`config.mk`:
```
export PLATFORM = sky130hd
export DESIGN_NAME = cfrs_core_function_rate_select
export DESIGN_NICKNAME = d
export VERILOG_FILES = /design/src/hw/cfrs_pkg.sv /design/src/hw/cfrs_core_function_rate_select.sv /design/src/hw/cfrs_rate_field.sv
export SDC_FILE = /design/constraint.sdc
export NUM_CORES = 1
export LEC_CHECK = 0
export ABC_CLOCK_PERIOD_IN_PS = 1500
export BUFFER_PORTS_ARGS = -buffer_cell sky130_fd_sc_hd__buf_2
export CORE_MARGIN = 3
export CORE_UTILIZATION = 49
export CTS_BUF_LIST = sky130_fd_sc_hd__clkbuf_8
export CTS_CLUSTER_DIAMETER = 60
export DETAILED_ROUTE_END_ITERATION = 6
export HOLD_SLACK_MARGIN = 0.12
export PLACE_DENSITY_LB_ADDON = 0.25
export SETUP_SLACK_MARGIN = 0.4
export SKIP_CTS_REPAIR_TIMING = 1
export SLEW_MARGIN = 20
export SYNTH_ARGS = -nofsm -noshare
export SYNTH_HDL_FRONTEND = slang
export SYNTH_SLANG_ARGS = --single-unit
```
`constraint.sdc`:
```
create_clock -name sys_clk -period 1.5 [get_ports sys_clk]
set_clock_uncertainty 0.1 [all_clocks]
set_input_delay 0 -clock sys_clk [delete_from_list [all_inputs] [get_ports sys_clk]]
set_output_delay 0 -clock sys_clk [all_outputs]
set_load 0.1 [all_outputs]
```
`src/hw/cfrs_pkg.sv`:
```
// package for the core function rate select register bank
// assumes a 32-bit byte-addressed control port inside the device
package cfrs_pkg;

    localparam int CFRS_NUM_FUNC = 6;
    localparam int CFRS_ADDR_W = 32;
    localparam int CFRS_DATA_W = 32;
    localparam int CFRS_CODE_W = 5;
    localparam int CFRS_IDX_W = 3;

    // register byte addresses
    localparam logic [CFRS_ADDR_W-1:0] EFFECTS_RATE_CONFIG_OFS = 32'h0000a800;
    localparam logic [CFRS_ADDR_W-1:0] TONE_GEN_RATE_CONFIG_OFS = 32'h0000b000;
    localparam logic [CFRS_ADDR_W-1:0] NOISE_SOURCE_RATE_SELECT_CONFIG_OFS = 32'h0000b400;
    localparam logic [CFRS_ADDR_W-1:0] ULTRASONIC_ONE_RATE_CONFIG_OFS = 32'h0000b804;
    localparam logic [CFRS_ADDR_W-1:0] ULTRASONIC_TWO_RATE_CONFIG_OFS = 32'h0000b814;
    localparam logic [CFRS_ADDR_W-1:0] PULSE_DRIVE_RATE_CONFIG_OFS = 32'h0000c000;

    // least significant bit of each rate field
    localparam int FIELD_LSB_LOW = 11;
    localparam int FIELD_LSB_HIGH = 27;

    localparam logic [CFRS_CODE_W-1:0] RATE_CODE_RESET = 5'h00;
    localparam logic [CFRS_CODE_W-1:0] RATE_CODE_MAX = 5'h03;
    localparam logic [CFRS_DATA_W-1:0] READ_ZERO = 32'h00000000;

    // function index order of the bank
    typedef enum logic [CFRS_IDX_W-1:0] {
        FUNC_EFFECTS,
        FUNC_TONE,
        FUNC_NOISE,
        FUNC_ULTRA_ONE,
        FUNC_ULTRA_TWO,
        FUNC_PULSE_DRIVE
    } cfrs_func_type;

    // decoded rate selection handed to a function
    typedef struct packed {
        logic [1:0] slot;
        logic reserved;
    } cfrs_rate_type;

    // register port request
    typedef struct packed {
        logic write;
        logic read;
        logic [CFRS_ADDR_W-1:0] addr;
        logic [CFRS_DATA_W-1:0] wdata;
    } cfrs_req_type;

    // register port answer
    typedef struct packed {
        logic ack;
        logic addrError;
        logic [CFRS_DATA_W-1:0] rdata;
    } cfrs_rsp_type;

    function automatic logic [CFRS_ADDR_W-1:0] regOffset(input int idx);
        logic [CFRS_ADDR_W-1:0] ofs;
        ofs = EFFECTS_RATE_CONFIG_OFS;
        case (idx)
            1: ofs = TONE_GEN_RATE_CONFIG_OFS;
            2: ofs = NOISE_SOURCE_RATE_SELECT_CONFIG_OFS;
            3: ofs = ULTRASONIC_ONE_RATE_CONFIG_OFS;
            4: ofs = ULTRASONIC_TWO_RATE_CONFIG_OFS;
            5: ofs = PULSE_DRIVE_RATE_CONFIG_OFS;
            default: ofs = EFFECTS_RATE_CONFIG_OFS;
        endcase
        return ofs;
    endfunction

    function automatic int fieldLsb(input int idx);
        int lsb;
        lsb = FIELD_LSB_LOW;
        if ((idx == 3) || (idx == 4)) begin
            lsb = FIELD_LSB_HIGH;
        end
        return lsb;
    endfunction

    function automatic cfrs_rate_type decodeRate(input logic [CFRS_CODE_W-1:0] code);
        cfrs_rate_type r;
        r.slot = code[1:0];
        r.reserved = (code > RATE_CODE_MAX);
        return r;
    endfunction

endpackage

```
`src/hw/cfrs_core_function_rate_select.sv`:
```
// register bank selecting the sample-rate slot of each digital-core function
// assumes a single-cycle request strobe on sys_clk from the control interface
// Functional notes
// RULE1: the effects rate field sits in bits 15:11, codes 0x00 to 0x03 pick slots one to four, reset 0x00.
// RULE2: software writes only the four slot codes; other codes are reserved.
// RULE3: software picks only slots between 8 and 192 kHz for effects, tone, noise and drive rates.
// RULE4: software clears all filter, equaliser and compressor source selectors before changing the effects rate.
// RULE5: the tone generator rate sits in bits 15:11 at 0xb000 with the same encoding, reset zero.
// RULE6: the noise generator rate sits in a 5-bit field at 0xb400 with the same encoding, reset zero.
// RULE7: the first ultrasonic demodulator rate sits in a 5-bit field at 0xb804, reset zero.
// RULE8: the second ultrasonic demodulator rate sits in bits 31:27 at 0xb814, reset zero.
// RULE9: software sets each ultrasonic rate to the slot matching its 16 kHz output rate.
// RULE10: the pulse drive rate sits in bits 15:11 at 0xc000 with the same encoding, reset zero.
// RULE11: software clears all pulse drive source selectors before changing the drive rate.
// RULE12: software waits 125 us after clearing source selectors before writing the rate.
// RULE13: each rate field reads back what was last written and writes leave other bits alone.
`timescale 1ns/10ps
`default_nettype none
module cfrs_core_function_rate_select (
    input wire logic sys_clk,
    input wire logic nrst,
    input wire cfrs_pkg::cfrs_req_type req,
    output cfrs_pkg::cfrs_rsp_type rsp,
    output cfrs_pkg::cfrs_rate_type [cfrs_pkg::CFRS_NUM_FUNC-1:0] funcRate,
    output logic [cfrs_pkg::CFRS_NUM_FUNC-1:0] reservedSeen
);
    import cfrs_pkg::*;

    logic [CFRS_NUM_FUNC-1:0] hit;
    logic [CFRS_NUM_FUNC-1:0] wrEn;
    logic [CFRS_CODE_W-1:0] fieldCode [CFRS_NUM_FUNC];
    logic [CFRS_DATA_W-1:0] readWord;
    logic anyHit;
    logic ack_q;
    logic addrError_q;
    logic [CFRS_DATA_W-1:0] rdata_q;
    logic [CFRS_NUM_FUNC-1:0] reservedSeen_q;
    logic [CFRS_NUM_FUNC-1:0] wrReserved;

    genvar g;
    generate
        for (g = 0; g < CFRS_NUM_FUNC; g++) begin : gFunc
            localparam int LSB = fieldLsb(g);
            cfrs_rate_type wrDecode;
            assign hit[g] = (req.addr == regOffset(g));
            assign wrEn[g] = req.write && hit[g];
            assign wrDecode = decodeRate(req.wdata[LSB +: CFRS_CODE_W]);
            assign wrReserved[g] = wrDecode.reserved; // RULE2
            // only the field bits are taken; other bits of the word are not this bank's
            cfrs_rate_field cfrs_rate_field_inst (
                .sys_clk(sys_clk),
                .nrst(nrst),
                .wrEn(wrEn[g]),
                .wrCode(req.wdata[LSB +: CFRS_CODE_W]),
                .code(fieldCode[g]),
                .rate(funcRate[g])
            ); // RULE1 RULE5 RULE6 RULE7 RULE8 RULE10
        end
    endgenerate

    assign anyHit = |hit;

    // readback places each field at its own bit position, all else zero
    always_comb begin
        readWord = READ_ZERO;
        for (int i = 0; i < CFRS_NUM_FUNC; i++) begin
            if (hit[i]) begin
                readWord[fieldLsb(i) +: CFRS_CODE_W] = fieldCode[i]; // RULE13
            end
        end
    end

    always_ff @(posedge sys_clk or negedge nrst) begin
        if (!nrst) begin
            ack_q <= 1'b0;
            addrError_q <= 1'b0;
        end else begin
            ack_q <= req.write || req.read;
            addrError_q <= (req.write || req.read) && !anyHit;
        end
    end

    always_ff @(posedge sys_clk or negedge nrst) begin
        if (!nrst) begin
            rdata_q <= READ_ZERO;
        end else if (req.read) begin
            rdata_q <= readWord; // RULE13
        end
    end

    // sticky note of a reserved code written; a new legal write clears it.
    // the bank still stores the code, it relies on software not doing this
    always_ff @(posedge sys_clk or negedge nrst) begin
        if (!nrst) begin
            reservedSeen_q <= '0;
        end else begin
            for (int i = 0; i < CFRS_NUM_FUNC; i++) begin
                if (wrEn[i]) begin
                    reservedSeen_q[i] <= wrReserved[i]; // RULE2
                end
            end
        end
    end

    assign rsp.ack = ack_q;
    assign rsp.addrError = addrError_q;
    assign rsp.rdata = rdata_q;
    assign reservedSeen = reservedSeen_q;
endmodule // cfrs_core_function_rate_select
`default_nettype wire

```
`src/hw/cfrs_rate_field.sv`:
```
// one 5-bit rate field with its decoded slot selection
// assumes write strobe and code come from logic on sys_clk
`timescale 1ns/10ps
`default_nettype none
module cfrs_rate_field (
    input wire logic sys_clk,
    input wire logic nrst,
    input wire logic wrEn,
    input wire logic [cfrs_pkg::CFRS_CODE_W-1:0] wrCode,
    output logic [cfrs_pkg::CFRS_CODE_W-1:0] code,
    output cfrs_pkg::cfrs_rate_type rate
);
    import cfrs_pkg::*;

    logic [CFRS_CODE_W-1:0] code_q;
    cfrs_rate_type rate_q;

    always_ff @(posedge sys_clk or negedge nrst) begin
        if (!nrst) begin
            code_q <= RATE_CODE_RESET;
        end else if (wrEn) begin
            code_q <= wrCode;
        end
    end

    // decode registered so the function sees a glitch-free selection
    always_ff @(posedge sys_clk or negedge nrst) begin
        if (!nrst) begin
            rate_q <= '0;
        end else if (wrEn) begin
            rate_q <= decodeRate(wrCode);
        end
    end

    assign code = code_q;
    assign rate = rate_q;
endmodule // cfrs_rate_field
`default_nettype wire

```
==> results.md, run 1 <==
* Proportion of synthesized flip-flops having asynchronous set or reset at 100%
* Worst path setup slack after routing at 0.0367 ns
* Worst setup path endpoint: gFunc[5].cfrs_rate_field_inst.code[4]$_DFFE_PN0P_
* Result of the run: finished, final reports clean
* Gpl congestion at 0.789
* Max Slew Vio Count at 0
* Final-stage net count at 407
* Sink Count at 48
* Final design utilization at 78.6%
* Reg-to-Reg End: rdata_q[12]$_DFFE_PN0P_
* Kind of start point of the critical path: input pin
* Most used standard cell by instance count after synthesis: sky130_fd_sc_hd__dfrtp_1
* Clock tree from TritonCTS: yes
* Via density at 5.24
* Part of the cycle the worst path needs at 97.6%
* Switching share of power at 32.1%
* Clock Pin Slew Worst Setup and Hold Paths at 0.08 ns
* Sequential cell area fraction in the yosys report at 43.4%
* Power per cell area at 619 nW/µm²
* Crit path kind: in2reg
* Total congestion overflow at 0
* Internal Dissipation at 1.74 mW
* Unrepaired setup endpoints after global routing: true
* Total of buffers placed on input and output ports at 81
* First-pass iteration count of the detailed router at 4
* Placement row count at 26
* Reg-to-reg startpoint: gFunc[2].cfrs_rate_field_inst.code[1]$_DFFE_PN0P_
* Final count of hold timing violations at 0
* Setup slack after placement at -0.337 ns
* I/O pin count at 126
* Highest net fanout along the worst path at 7
* First-pass GRT wire length at 9.87 mm
* Synthesized-area fraction occupied by adder cells at 0%
* Pin count of the biggest net entering global routing at 49
* Number of global-route vias before repair at 1977
* Setup slack of the worst register-to-register path at 0.33 ns
* Ys Warns at 0
* Flops & latches, synth at 48
* Proportion of power drawn by flip-flops and latches at 50.5%
* Die height at 81.2 µm
* Ant. Diodes at 0
* Mean cell area of the mapped netlist at 12.1 µm²
* Number of levels in the clock H-tree at 2
* Area share of the leading cell type in the synthesized netlist at 43.4%
* Post-synth top area cell: sky130_fd_sc_hd__dfrtp_1
* Final total power at 2.56 mW
* Initial antenna violation count at 0
* Clock Tree Root: sky130_fd_sc_hd__clkbuf_8
* Die area at 6590 µm²
* Data required time at the worst endpoint at 1.58 ns
* Worst R2R Path Depth at 4
* Overall die width at 81.2 µm
* Total via count in the routed design at 2147
* Final HPWL from detailed placement at 4.72 mm
* Wire length per cell at 16.9 µm
* Finish-stage setup viols at 0
* Unique cell type count in the Yosys netlist at 36
* Startpoint of the worst setup timing path: req[49]
* Netlist area before placement at 2770 µm²
* DRC violation total after the first TritonRoute iteration at 55
* Synth Area in Compound Gates at 6.19%
* Post-layout min period at 1.46 ns
* Fraction of layout cells with a size suffix above 1 at 65.0%
* Num CTS Buffers at 5
* Gr usage total at 19.7%
* Initial Utilization at 52.5%
* Area share of xor/xnor cells in the synthesized design at 0%
* Worst ir drop on vdd at 0.000375 V
* Simple-gate share of the synthesized area at 17.2%
* Maximum frequency from static timing analysis at 683 MHz
* Main area contributors after synthesis: sky130_fd_sc_hd__dfrtp_1, sky130_fd_sc_hd__mux2_2, sky130_fd_sc_hd__buf_4
* Number of instances in the synthesized netlist at 229
* Dominant combinational cell family by area after synthesis: multiplexers
* EDFF count, synth at 0
* Min-delay worst type: in2reg
* Mux cell area share after synthesis at 19.3%
* DR DRC count at 0
* Pleak at 1.92 nW
* Max Cap Violations at 0
* Relative area change from synthesis to final layout at 49.6%
* List of most frequent post-synthesis cells: sky130_fd_sc_hd__dfrtp_1, sky130_fd_sc_hd__buf_4, sky130_fd_sc_hd__mux2_2, sky130_fd_sc_hd__inv_1, sky130_fd_sc_hd__nand2_1
* Latest clock arrival within the worst-skew pair at 0.30 ns
* Data arrival time at the worst-slack endpoint at 1.55 ns
* Core box area at 5270 µm²
* CTS max path bufs at 2
* Worst setup EP type: flip-flop
* Clock Power Share at 28.6%
* Top FF cell, synth: sky130_fd_sc_hd__dfrtp_1
* Number of antenna-violating nets in the routed design at 0
* Combinational Power Share at 20.9%
* Power spent charging and discharging nets at 0.823 mW
* Final wirelength at 6.94 mm
## area by class of cell
| class | count | area (µm²) |
|---|---|---|
| Clock buffer | 5 | 68.8 |
| Clock inverter | 3 | 12.5 |
| Fill cell | 312 | 1130 |
| Inverter | 12 | 45.0 |
| Multi-Input combinational cell | 144 | 1550 |
| Sequential cell | 48 | 1240 |
| Tap cell | 70 | 87.6 |
| Timing Repair Buffer | 128 | 1140 |
## metal layers
| metal | routed length (µm) | global-route usage [%] | up-vias |
|---|---|---|---|
| met5 | 0 | 0 | - |
| met4 | 57 | 6.59 | 0 |
| met3 | 393 | 3.10 | 5 |
| met2 | 3560 | 32.2 | 82 |
| met1 | 2930 | 26.5 | 1072 |
| li1 | - | - | 988 |
## kinds of logic after synthesis
logic type,count (synthesis)
buffers and inverters,58
other,1
AND/OR/NAND/NOR,52
multiplexers,46
AO/OA/AOI/OAI,24
flip-flops,48
## through the flow
step | std cells | hold slack (ns) | TNS [ns] | cell area, µm²
after global routing | 410 | 0.0633 | -0.0615 | 4140
after CTS | 386 | -0.418 | -0.101 | 3400
after floorplan | 250 | -0.396 | -3.86 | 2980
after global placement | 378 | -0.0954 | -9.30 | 3320
final | 410 | 0.0418 | 0 | 4140
after detailed placement | 378 | -0.0954 | -10.39 | 3320
## power groups by stage
stage          Sequential (mW)  Clock [mW]  Combinational (mW)
6_report                  1.30       0.733               0.536
3_5_place_dp              1.32           0               0.492
4_1_cts                   1.30       0.746               0.492
3_3_place_gp              1.32           0               0.490
5_1_grt                   1.30       0.814               0.564
2_1_floorplan             1.32           0               0.379
## worst min path at each step
stage	start	endpoint	slack [ns]	cells after the start
2_1_floorplan	nrst	ack_q$_DFF_PN0_	-0.40	0
3_3_place_gp	nrst	ack_q$_DFF_PN0_	-0.1	2
3_5_place_dp	nrst	ack_q$_DFF_PN0_	-0.1	2
4_1_cts	nrst	gFunc[4].cfrs_rate_field_inst.code[2]$_DFFE_PN0P_	-0.42	2
5_1_grt	req[15]	reservedSeen[2]$_DFFE_PN0P_	0.06	3
6_report	req[15]	reservedSeen[2]$_DFFE_PN0P_	0.04	3
## registers in the layout (all words and copies together), names as in the netlist
signal / cells
gFunc.cfrs_rate_field_inst.code: 24
rdata_q: 10
ack_q: 1
reservedSeen: 6
addrError_q: 1
gFunc.cfrs_rate_field_inst.rate: 6
## cell usage in the layout (no fill, tap or decap), drive strengths merged, types with 6 or more instances in the layout
master | netlist | final
conb | 1 | 22
nor4 | 11 | 11
nor3 | 6 | 6
nand2 | 10 | 10
mux2 | 41 | 41
dfrtp | 48 | 48
dlygate4sd3 | 0 | 12
inv | 12 | 14
nand3 | 6 | 6
buf | 43 | 114
clkbuf | 3 | 7
## critical path, stage by stage
cell                      delay (ns)
sky130_fd_sc_hd__buf_2          0.11
sky130_fd_sc_hd__nor4_4         0.32
sky130_fd_sc_hd__nand4_4        0.14
sky130_fd_sc_hd__buf_12         0.17
sky130_fd_sc_hd__nor4_4         0.29
sky130_fd_sc_hd__buf_6          0.19
sky130_fd_sc_hd__mux2_4         0.31
No activity file was read; power rests on OpenSTA's default activity.
==> run 2: changes to the inputs <==
--- a/config.mk
+++ b/config.mk
@@ -13,6 +13,7 @@
 export CTS_CLUSTER_DIAMETER = 60
 export DETAILED_ROUTE_END_ITERATION = 6
 export HOLD_SLACK_MARGIN = 0.12
+export MAX_ROUTING_LAYER = met4
 export PLACE_DENSITY_LB_ADDON = 0.25
 export SETUP_SLACK_MARGIN = 0.4
 export SKIP_CTS_REPAIR_TIMING = 1
==> run 2 against run 1 <==
Power up 0.17%. Highest routed layer unchanged. First-iteration DRC count fell by 3.6%. Global-route usage is 0.55 points higher. Sequential share of layout area hardly changed. Worst setup slack hardly changed. Combinational power about the same. Register-to-register slack got worse by 0.02 ns. Cell area barely moved. Flip-flop and latch count unchanged. Via count increased by 1.1%.
==> results.md, run 2 (synthesis gave the netlist of run 1 again) <==
* Finish-stage setup viols at 0 (unchanged)
* Fraction of layout cells with a size suffix above 1 at 64.7% (was 65.0%)
* Proportion of power drawn by flip-flops and latches at 50.4% (was 50.5%)
* Setup slack after placement at -0.337 ns (unchanged)
* Via density at 5.29 (was 5.24)
* Clock Pin Slew Worst Setup and Hold Paths at 0.08 ns (about the same)
* Die area at 6590 µm² (unchanged)
* Part of the cycle the worst path needs at 97.5% (was 97.6%)
* Number of levels in the clock H-tree at 2 (unchanged)
* Wire length per cell at 17.5 µm (was 16.9 µm)
* Most frequent standard cell in the layout excluding fill and tap cells: sky130_fd_sc_hd__buf_2 (unchanged)
* Worst path setup slack after routing at 0.0368 ns (was 0.0367 ns)
* Final total power at 2.57 mW (was 2.56 mW)
* Slowest CP cell: sky130_fd_sc_hd__mux2_2 (was sky130_fd_sc_hd__nor4_4)
* CP dominant cell by count: sky130_fd_sc_hd__nor4_4 (unchanged)
* Max Slew Vio Count at 0 (unchanged)
* Pleak at 1.92 nW (about the same)
* First-pass iteration count of the detailed router at 4 (unchanged)
* Overall die width at 81.2 µm (unchanged)
* Relative area change from synthesis to final layout at 49.6% (about the same)
* Data required time at the worst endpoint at 1.58 ns (about the same)
* Total congestion overflow at 0 (unchanged)
* Final HPWL from detailed placement at 4.72 mm (unchanged)
* Worst setup EP type: flip-flop (unchanged)
* Pin count of the biggest net entering global routing at 49 (unchanged)
* Clock Power Share at 28.6% (about the same)
* I/O pin count at 126 (unchanged)
* CTS max path bufs at 2 (unchanged)
* Clock Tree Root: sky130_fd_sc_hd__clkbuf_8 (unchanged)
* Gpl congestion at 0.800 (was 0.789)
* Power spent charging and discharging nets at 0.828 mW (was 0.823 mW)
* Crit path kind: in2reg (unchanged)
* Num CTS Buffers at 5 (unchanged)
* Gr usage total at 20.2% (was 19.7%)
* Sum Neg Setup Slack at 0 ns (unchanged)
* Total of buffers placed on input and output ports at 81 (unchanged)
* Result of the run: finished, final reports clean (unchanged)
* Latest clock arrival within the worst-skew pair at 0.30 ns (about the same)
* Core box area at 5270 µm² (unchanged)
* Min-delay worst type: in2reg (unchanged)
* Sink Count at 48 (unchanged)
* Die height at 81.2 µm (unchanged)
* Clock tree from TritonCTS: yes (unchanged)
* First-pass GRT wire length at 9.87 mm (about the same)
* Total via count in the routed design at 2170 (was 2147)
* Initial antenna violation count at 0 (unchanged)
* Initial Utilization at 52.5% (unchanged)
* Final-stage net count at 407 (unchanged)
* Number of global-route vias before repair at 1980 (was 1977)
* Critical Path, Cell by Cell: buf_2 -> nor4_4 -> nand4_4 -> buf_12 -> nor4_4 -> buf_6 -> mux2_2 (was buf_2 -> nor4_4 -> nand4_4 -> buf_12 -> nor4_4 -> buf_6 -> mux2_4)
* Final count of hold timing violations at 0 (unchanged)
* Kind of start point of the critical path: input pin (unchanged)
* Highest-count cells in the layout ignoring fill and taps: sky130_fd_sc_hd__buf_2, sky130_fd_sc_hd__buf_4, sky130_fd_sc_hd__mux2_4, sky130_fd_sc_hd__dfrtp_1 (unchanged)
* Worst stage delay on the critical path at 0.34 ns (was 0.32 ns)
* Maximum frequency from static timing analysis at 683 MHz (about the same)
* Internal Dissipation at 1.74 mW (about the same)
* Max Cap Violations at 0 (unchanged)
* Data arrival time at the worst-slack endpoint at 1.54 ns (was 1.55 ns)
* Number of antenna-violating nets in the routed design at 0 (unchanged)
* Switching share of power at 32.2% (was 32.1%)
* Worst ir drop on vdd at 0.000440 V (was 0.000375 V)
* Final wirelength at 7.17 mm (was 6.94 mm)
* Ant. Diodes at 0 (unchanged)
* Highest net fanout along the worst path at 7 (unchanged)
* DR DRC count at 0 (unchanged)
* Number of flip-flops in the largest register at 24 (unchanged)
* Unrepaired setup endpoints after global routing: true (unchanged)
* Combinational Power Share at 20.9% (about the same)
* Power per cell area at 620 nW/µm² (was 619 nW/µm²)
* Post-layout min period at 1.46 ns (about the same)
* Placement row count at 26 (unchanged)
* DRC violation total after the first TritonRoute iteration at 53 (was 55)
run 2: power groups by stage:
| stage | combinational [mW] | clock (mW) | sequential [mW] |
|---|---|---|---|
| floorplan | 0.379 | 0 | 1.32 |
| global placement | 0.490 | 0 | 1.32 |
| detailed placement | 0.492 | 0 | 1.32 |
| CTS | 0.492 | 0.746 | 1.30 |
| global route | 0.564 | 0.816 | 1.30 |
| finish | 0.537 | 0.735 | 1.30 |
run 2: final timing paths:
| path | startpoint | endpoint | slack, ns | cells past startpoint |
|---|---|---|---|---|
| worst min-delay path | req[14] | reservedSeen[1]$_DFFE_PN0P_ | 0.05 | 3 |
| worst max register to register | gFunc[1].cfrs_rate_field_inst.code[4]$_DFFE_PN0P_ | rdata_q[15]$_DFFE_PN0P_ | 0.31 | 4 |
| worst min register to register | gFunc[4].cfrs_rate_field_inst.code[2]$_DFFE_PN0P_ | gFunc[4].cfrs_rate_field_inst.code[2]$_DFFE_PN0P_ | 0.42 | 1 |
| worst max-delay path | req[49] | gFunc[1].cfrs_rate_field_inst.code[2]$_DFFE_PN0P_ | 0.04 | 7 |
| min in group asynchronous | nrst | gFunc[3].cfrs_rate_field_inst.code[2]$_DFFE_PN0P_ | 0.10 | 3 |
| max in group asynchronous | nrst | reservedSeen[5]$_DFFE_PN0P_ | 0.94 | 3 |
run 2: layout make-up:
cell class / instances / area [µm²]
multi-input combinational: 144 / 1550
sequential: 48 / 1240
timing repair buffer: 128 / 1140
fill: 308 / 1130
tap: 70 / 87.6
clock buffer: 5 / 68.8
inverter: 12 / 45.0
clock inverter: 3 / 12.5
run 2: layer usage:
layer	routed length (µm)	up-vias	global-route usage [%]
met3	425	13	3.10
met5	0	-	-
met2	3670	102	32.3
met4	123	0	6.59
li1	-	984	-
met1	2960	1071	26.4
run 2: metrics by stage:
step                      instance area (µm²)  std cells  utilization, %  hold WS, ns
final                                    4140        410            78.6       0.0454
after global routing                     4140        410            78.6       0.0695
after CTS                                3400        386            64.5       -0.418
after detailed placement                 3320        378            62.9      -0.0954
after global placement                   3320        378            62.9      -0.0954
after floorplan                          2980        250               -       -0.396
run 2: critical path, delay by kind of cell:
family	cells	cell delay (ns)
buf+inv	3	0.46
mux	1	0.34
simple gates	3	0.73
==> run 3: changes to the inputs <==
--- a/config.mk
+++ b/config.mk
@@ -6,7 +6,7 @@
 export NUM_CORES = 1
 export LEC_CHECK = 0
 export ABC_CLOCK_PERIOD_IN_PS = 1500
-export BUFFER_PORTS_ARGS = -buffer_cell sky130_fd_sc_hd__buf_2
+export BUFFER_PORTS_ARGS = -buffer_cell sky130_fd_sc_hd__clkbuf_2
 export CORE_MARGIN = 3
 export CORE_UTILIZATION = 49
 export CTS_BUF_LIST = sky130_fd_sc_hd__clkbuf_8
==> run 3 against run 2 <==
Critical path depth did not move. Largest cell class unchanged. Hold slack got worse by 0.016 ns. Combinational power rose by 0.9%. Flip-flop and latch count did not move. Maximum frequency rose by 2.5%.
==> results.md, run 3 (synthesis gave the netlist of run 1 again) <==
* Total congestion overflow at 0 (unchanged)
* Total via count in the routed design at 2154 (was 2170)
* Total of buffers placed on input and output ports at 81 (unchanged)
* Filler cell count in the final layout at 298 (was 308)
* Highest net fanout along the worst path at 7 (unchanged)
* Max Cap Violations at 0 (unchanged)
* Pin count of the biggest net entering global routing at 49 (unchanged)
* Maximum frequency from static timing analysis at 701 MHz (was 683 MHz)
* Seq. cell area at 1240 µm² (unchanged)
* Highest-count cells in the layout ignoring fill and taps: sky130_fd_sc_hd__clkbuf_2, sky130_fd_sc_hd__mux2_4, sky130_fd_sc_hd__dfrtp_1, sky130_fd_sc_hd__buf_4 (was sky130_fd_sc_hd__buf_2, sky130_fd_sc_hd__buf_4, sky130_fd_sc_hd__mux2_4, sky130_fd_sc_hd__dfrtp_1)
* Clock Tree Root: sky130_fd_sc_hd__clkbuf_8 (unchanged)
* Die area at 6590 µm² (unchanged)
* Critical Path, Cell by Cell: buf_6 -> nor4_4 -> nand4_4 -> buf_12 -> nor4_4 -> buf_6 -> mux2_4 (was buf_2 -> nor4_4 -> nand4_4 -> buf_12 -> nor4_4 -> buf_6 -> mux2_2)
* First-pass iteration count of the detailed router at 4 (unchanged)
* Final HPWL from detailed placement at 4.60 mm (was 4.72 mm)
* Final wirelength at 7.04 mm (was 7.17 mm)
* Footprint of the multi-input gates at 1520 µm² (was 1550 µm²)
* Data required time at the worst endpoint at 1.59 ns (was 1.58 ns)
* Via density at 5.32 (was 5.29)
* Clock tree from TritonCTS: yes (unchanged)
* Worst hold path startpoint: req[56] (was req[14])
* Data arrival time at the worst-slack endpoint at 1.52 ns (was 1.54 ns)
* First-pass GRT wire length at 9.49 mm (was 9.87 mm)
* Fraction of layout cells with a size suffix above 1 at 62.1% (was 64.7%)
* Sink Count at 48 (unchanged)
* Final count of hold timing violations at 0 (unchanged)
* Worst ir drop on vdd at 0.000490 V (was 0.000440 V)
* Kind of start point of the critical path: input pin (unchanged)
* Gr usage total at 19.7% (was 20.2%)
* Post-layout min period at 1.43 ns (was 1.46 ns)
* Number of global-route vias before repair at 1954 (was 1980)
* DR DRC count at 0 (unchanged)
* Number of levels in the clock H-tree at 2 (unchanged)
* Final design utilization at 77.7% (was 78.6%)
* Power per cell area at 645 nW/µm² (was 620 nW/µm²)
* Overall die width at 81.2 µm (unchanged)
* Worst stage delay on the critical path at 0.34 ns (about the same)
* Final-stage net count at 402 (was 407)
* Non-Filler Cell Area, Final at 4090 µm² (was 4140 µm²)
* Setup slack of the worst register-to-register path at 0.29 ns (was 0.31 ns)
* Total cell area at the placement stage at 3340 µm² (was 3320 µm²)
* Crit path kind: in2reg (unchanged)
* Worst hold slack at 0.0290 ns (was 0.0454 ns)
* Num CTS Buffers at 5 (unchanged)
* Gpl congestion at 0.808 (was 0.800)
* Die height at 81.2 µm (unchanged)
* Number of antenna-violating nets in the routed design at 0 (unchanged)
* CTS max path bufs at 2 (unchanged)
* Latest clock arrival within the worst-skew pair at 0.30 ns (about the same)
* Slowest CP cell: sky130_fd_sc_hd__nor4_4 (was sky130_fd_sc_hd__mux2_2)
* Ant. Diodes at 0 (unchanged)
* Most frequent standard cell in the layout excluding fill and tap cells: sky130_fd_sc_hd__clkbuf_2 (was sky130_fd_sc_hd__buf_2)
* Pleak at 1.90 nW (was 1.92 nW)
* Worst setup EP type: flip-flop (unchanged)
* Number of flip-flops in the largest register at 24 (unchanged)
* Hold Path Stages at 4 (was 3)
* Wire length per cell at 17.4 µm (was 17.5 µm)
* Initial Utilization at 52.5% (unchanged)
* Initial antenna violation count at 0 (unchanged)
* Result of the run: finished, final reports clean (unchanged)
* Core box area at 5270 µm² (unchanged)
* Reg-to-reg startpoint: gFunc[2].cfrs_rate_field_inst.code[3]$_DFFE_PN0P_ (was gFunc[1].cfrs_rate_field_inst.code[4]$_DFFE_PN0P_)
* DRC violation total after the first TritonRoute iteration at 99 (was 53)
* Relative area change from synthesis to final layout at 47.9% (was 49.6%)
* Unrepaired setup endpoints after global routing: true (unchanged)
* Min-delay worst type: in2reg (unchanged)
* Finish-stage setup viols at 0 (unchanged)
* Clock Pin Slew Worst Setup and Hold Paths at 0.09 ns (was 0.08 ns)
* I/O pin count at 126 (unchanged)
* Max Slew Vio Count at 0 (unchanged)
* End of the worst hold path: addrError_q$_DFF_PN0_ (was reservedSeen[1]$_DFFE_PN0P_)
* Worst R2R Path Depth at 4 (unchanged)
* Reg-to-Reg End: rdata_q[14]$_DFFE_PN0P_ (was rdata_q[15]$_DFFE_PN0P_)
* Part of the cycle the worst path needs at 95.2% (was 97.5%)
* Placement row count at 26 (unchanged)
run 3: cell count changes in the layout (fill, tap and decap cells not counted), sizes merged:
cell / previous run / this run
buf: 114 / 68
clkinv: 1 / 0
inv: 14 / 13
clkbuf: 7 / 49
clkinvlp: 0 / 1
run 3: power breakdown:
group	switching [mW]	internal [mW]
combinational	0.409	0.133
clock	0.434	0.368
sequential	0.000579	1.29
run 3: through the flow:
stage / power [mW] / instances / setup TNS (ns) / setup WS [ns]
final: 2.64 / 405 / 0 / 0.0725
after floorplan: 1.70 / 250 / -3.86 / -0.140
after global placement: 1.81 / 379 / -6.84 / -0.252
after CTS: 2.61 / 387 / 0 / 0.0493
after global routing: 2.73 / 405 / -0.00660 / -0.00660
after detailed placement: 1.82 / 379 / -7.95 / -0.277
run 3: worst max path at each step:
stage,slack (ns),endpoint,cells past startpoint,from
2_1_floorplan,-0.14,gFunc[1].cfrs_rate_field_inst.code[1]$_DFFE_PN0P_,4,req[51]
3_3_place_gp,-0.25,gFunc[2].cfrs_rate_field_inst.code[4]$_DFFE_PN0P_,7,req[35]
3_5_place_dp,-0.28,gFunc[1].cfrs_rate_field_inst.code[3]$_DFFE_PN0P_,7,req[35]
4_1_cts,0.05,gFunc[1].cfrs_rate_field_inst.code[3]$_DFFE_PN0P_,7,req[35]
5_1_grt,-0.007,gFunc[5].cfrs_rate_field_inst.code[1]$_DFFE_PN0P_,7,req[62]
6_report,0.07,gFunc[5].cfrs_rate_field_inst.code[1]$_DFFE_PN0P_,7,req[53]
run 3: critical path, delay by kind of cell:
kind,cells,cell delay (ns)
buffers and inverters,3,0.47
and+or+nand+nor,3,0.75
muxes,1,0.31
run 3: per-layer routing:
metal / global-route usage (%) / part of all wire, %
met1: 26.5 / 43
met2: 30.0 / 51
met3: 3.22 / 5.3
met4: 7.09 / 0.98
met5: - / 0
run 3: cell type report:
class | count | share of cell area [%]
sequential | 48 | 30.2
clock inverter | 2 | 0.275
timing repair buffer | 123 | 27.1
multi-input combinational | 144 | 37.2
tap | 70 | 2.14
inverter | 12 | 1.10
clock buffer | 6 | 2.02
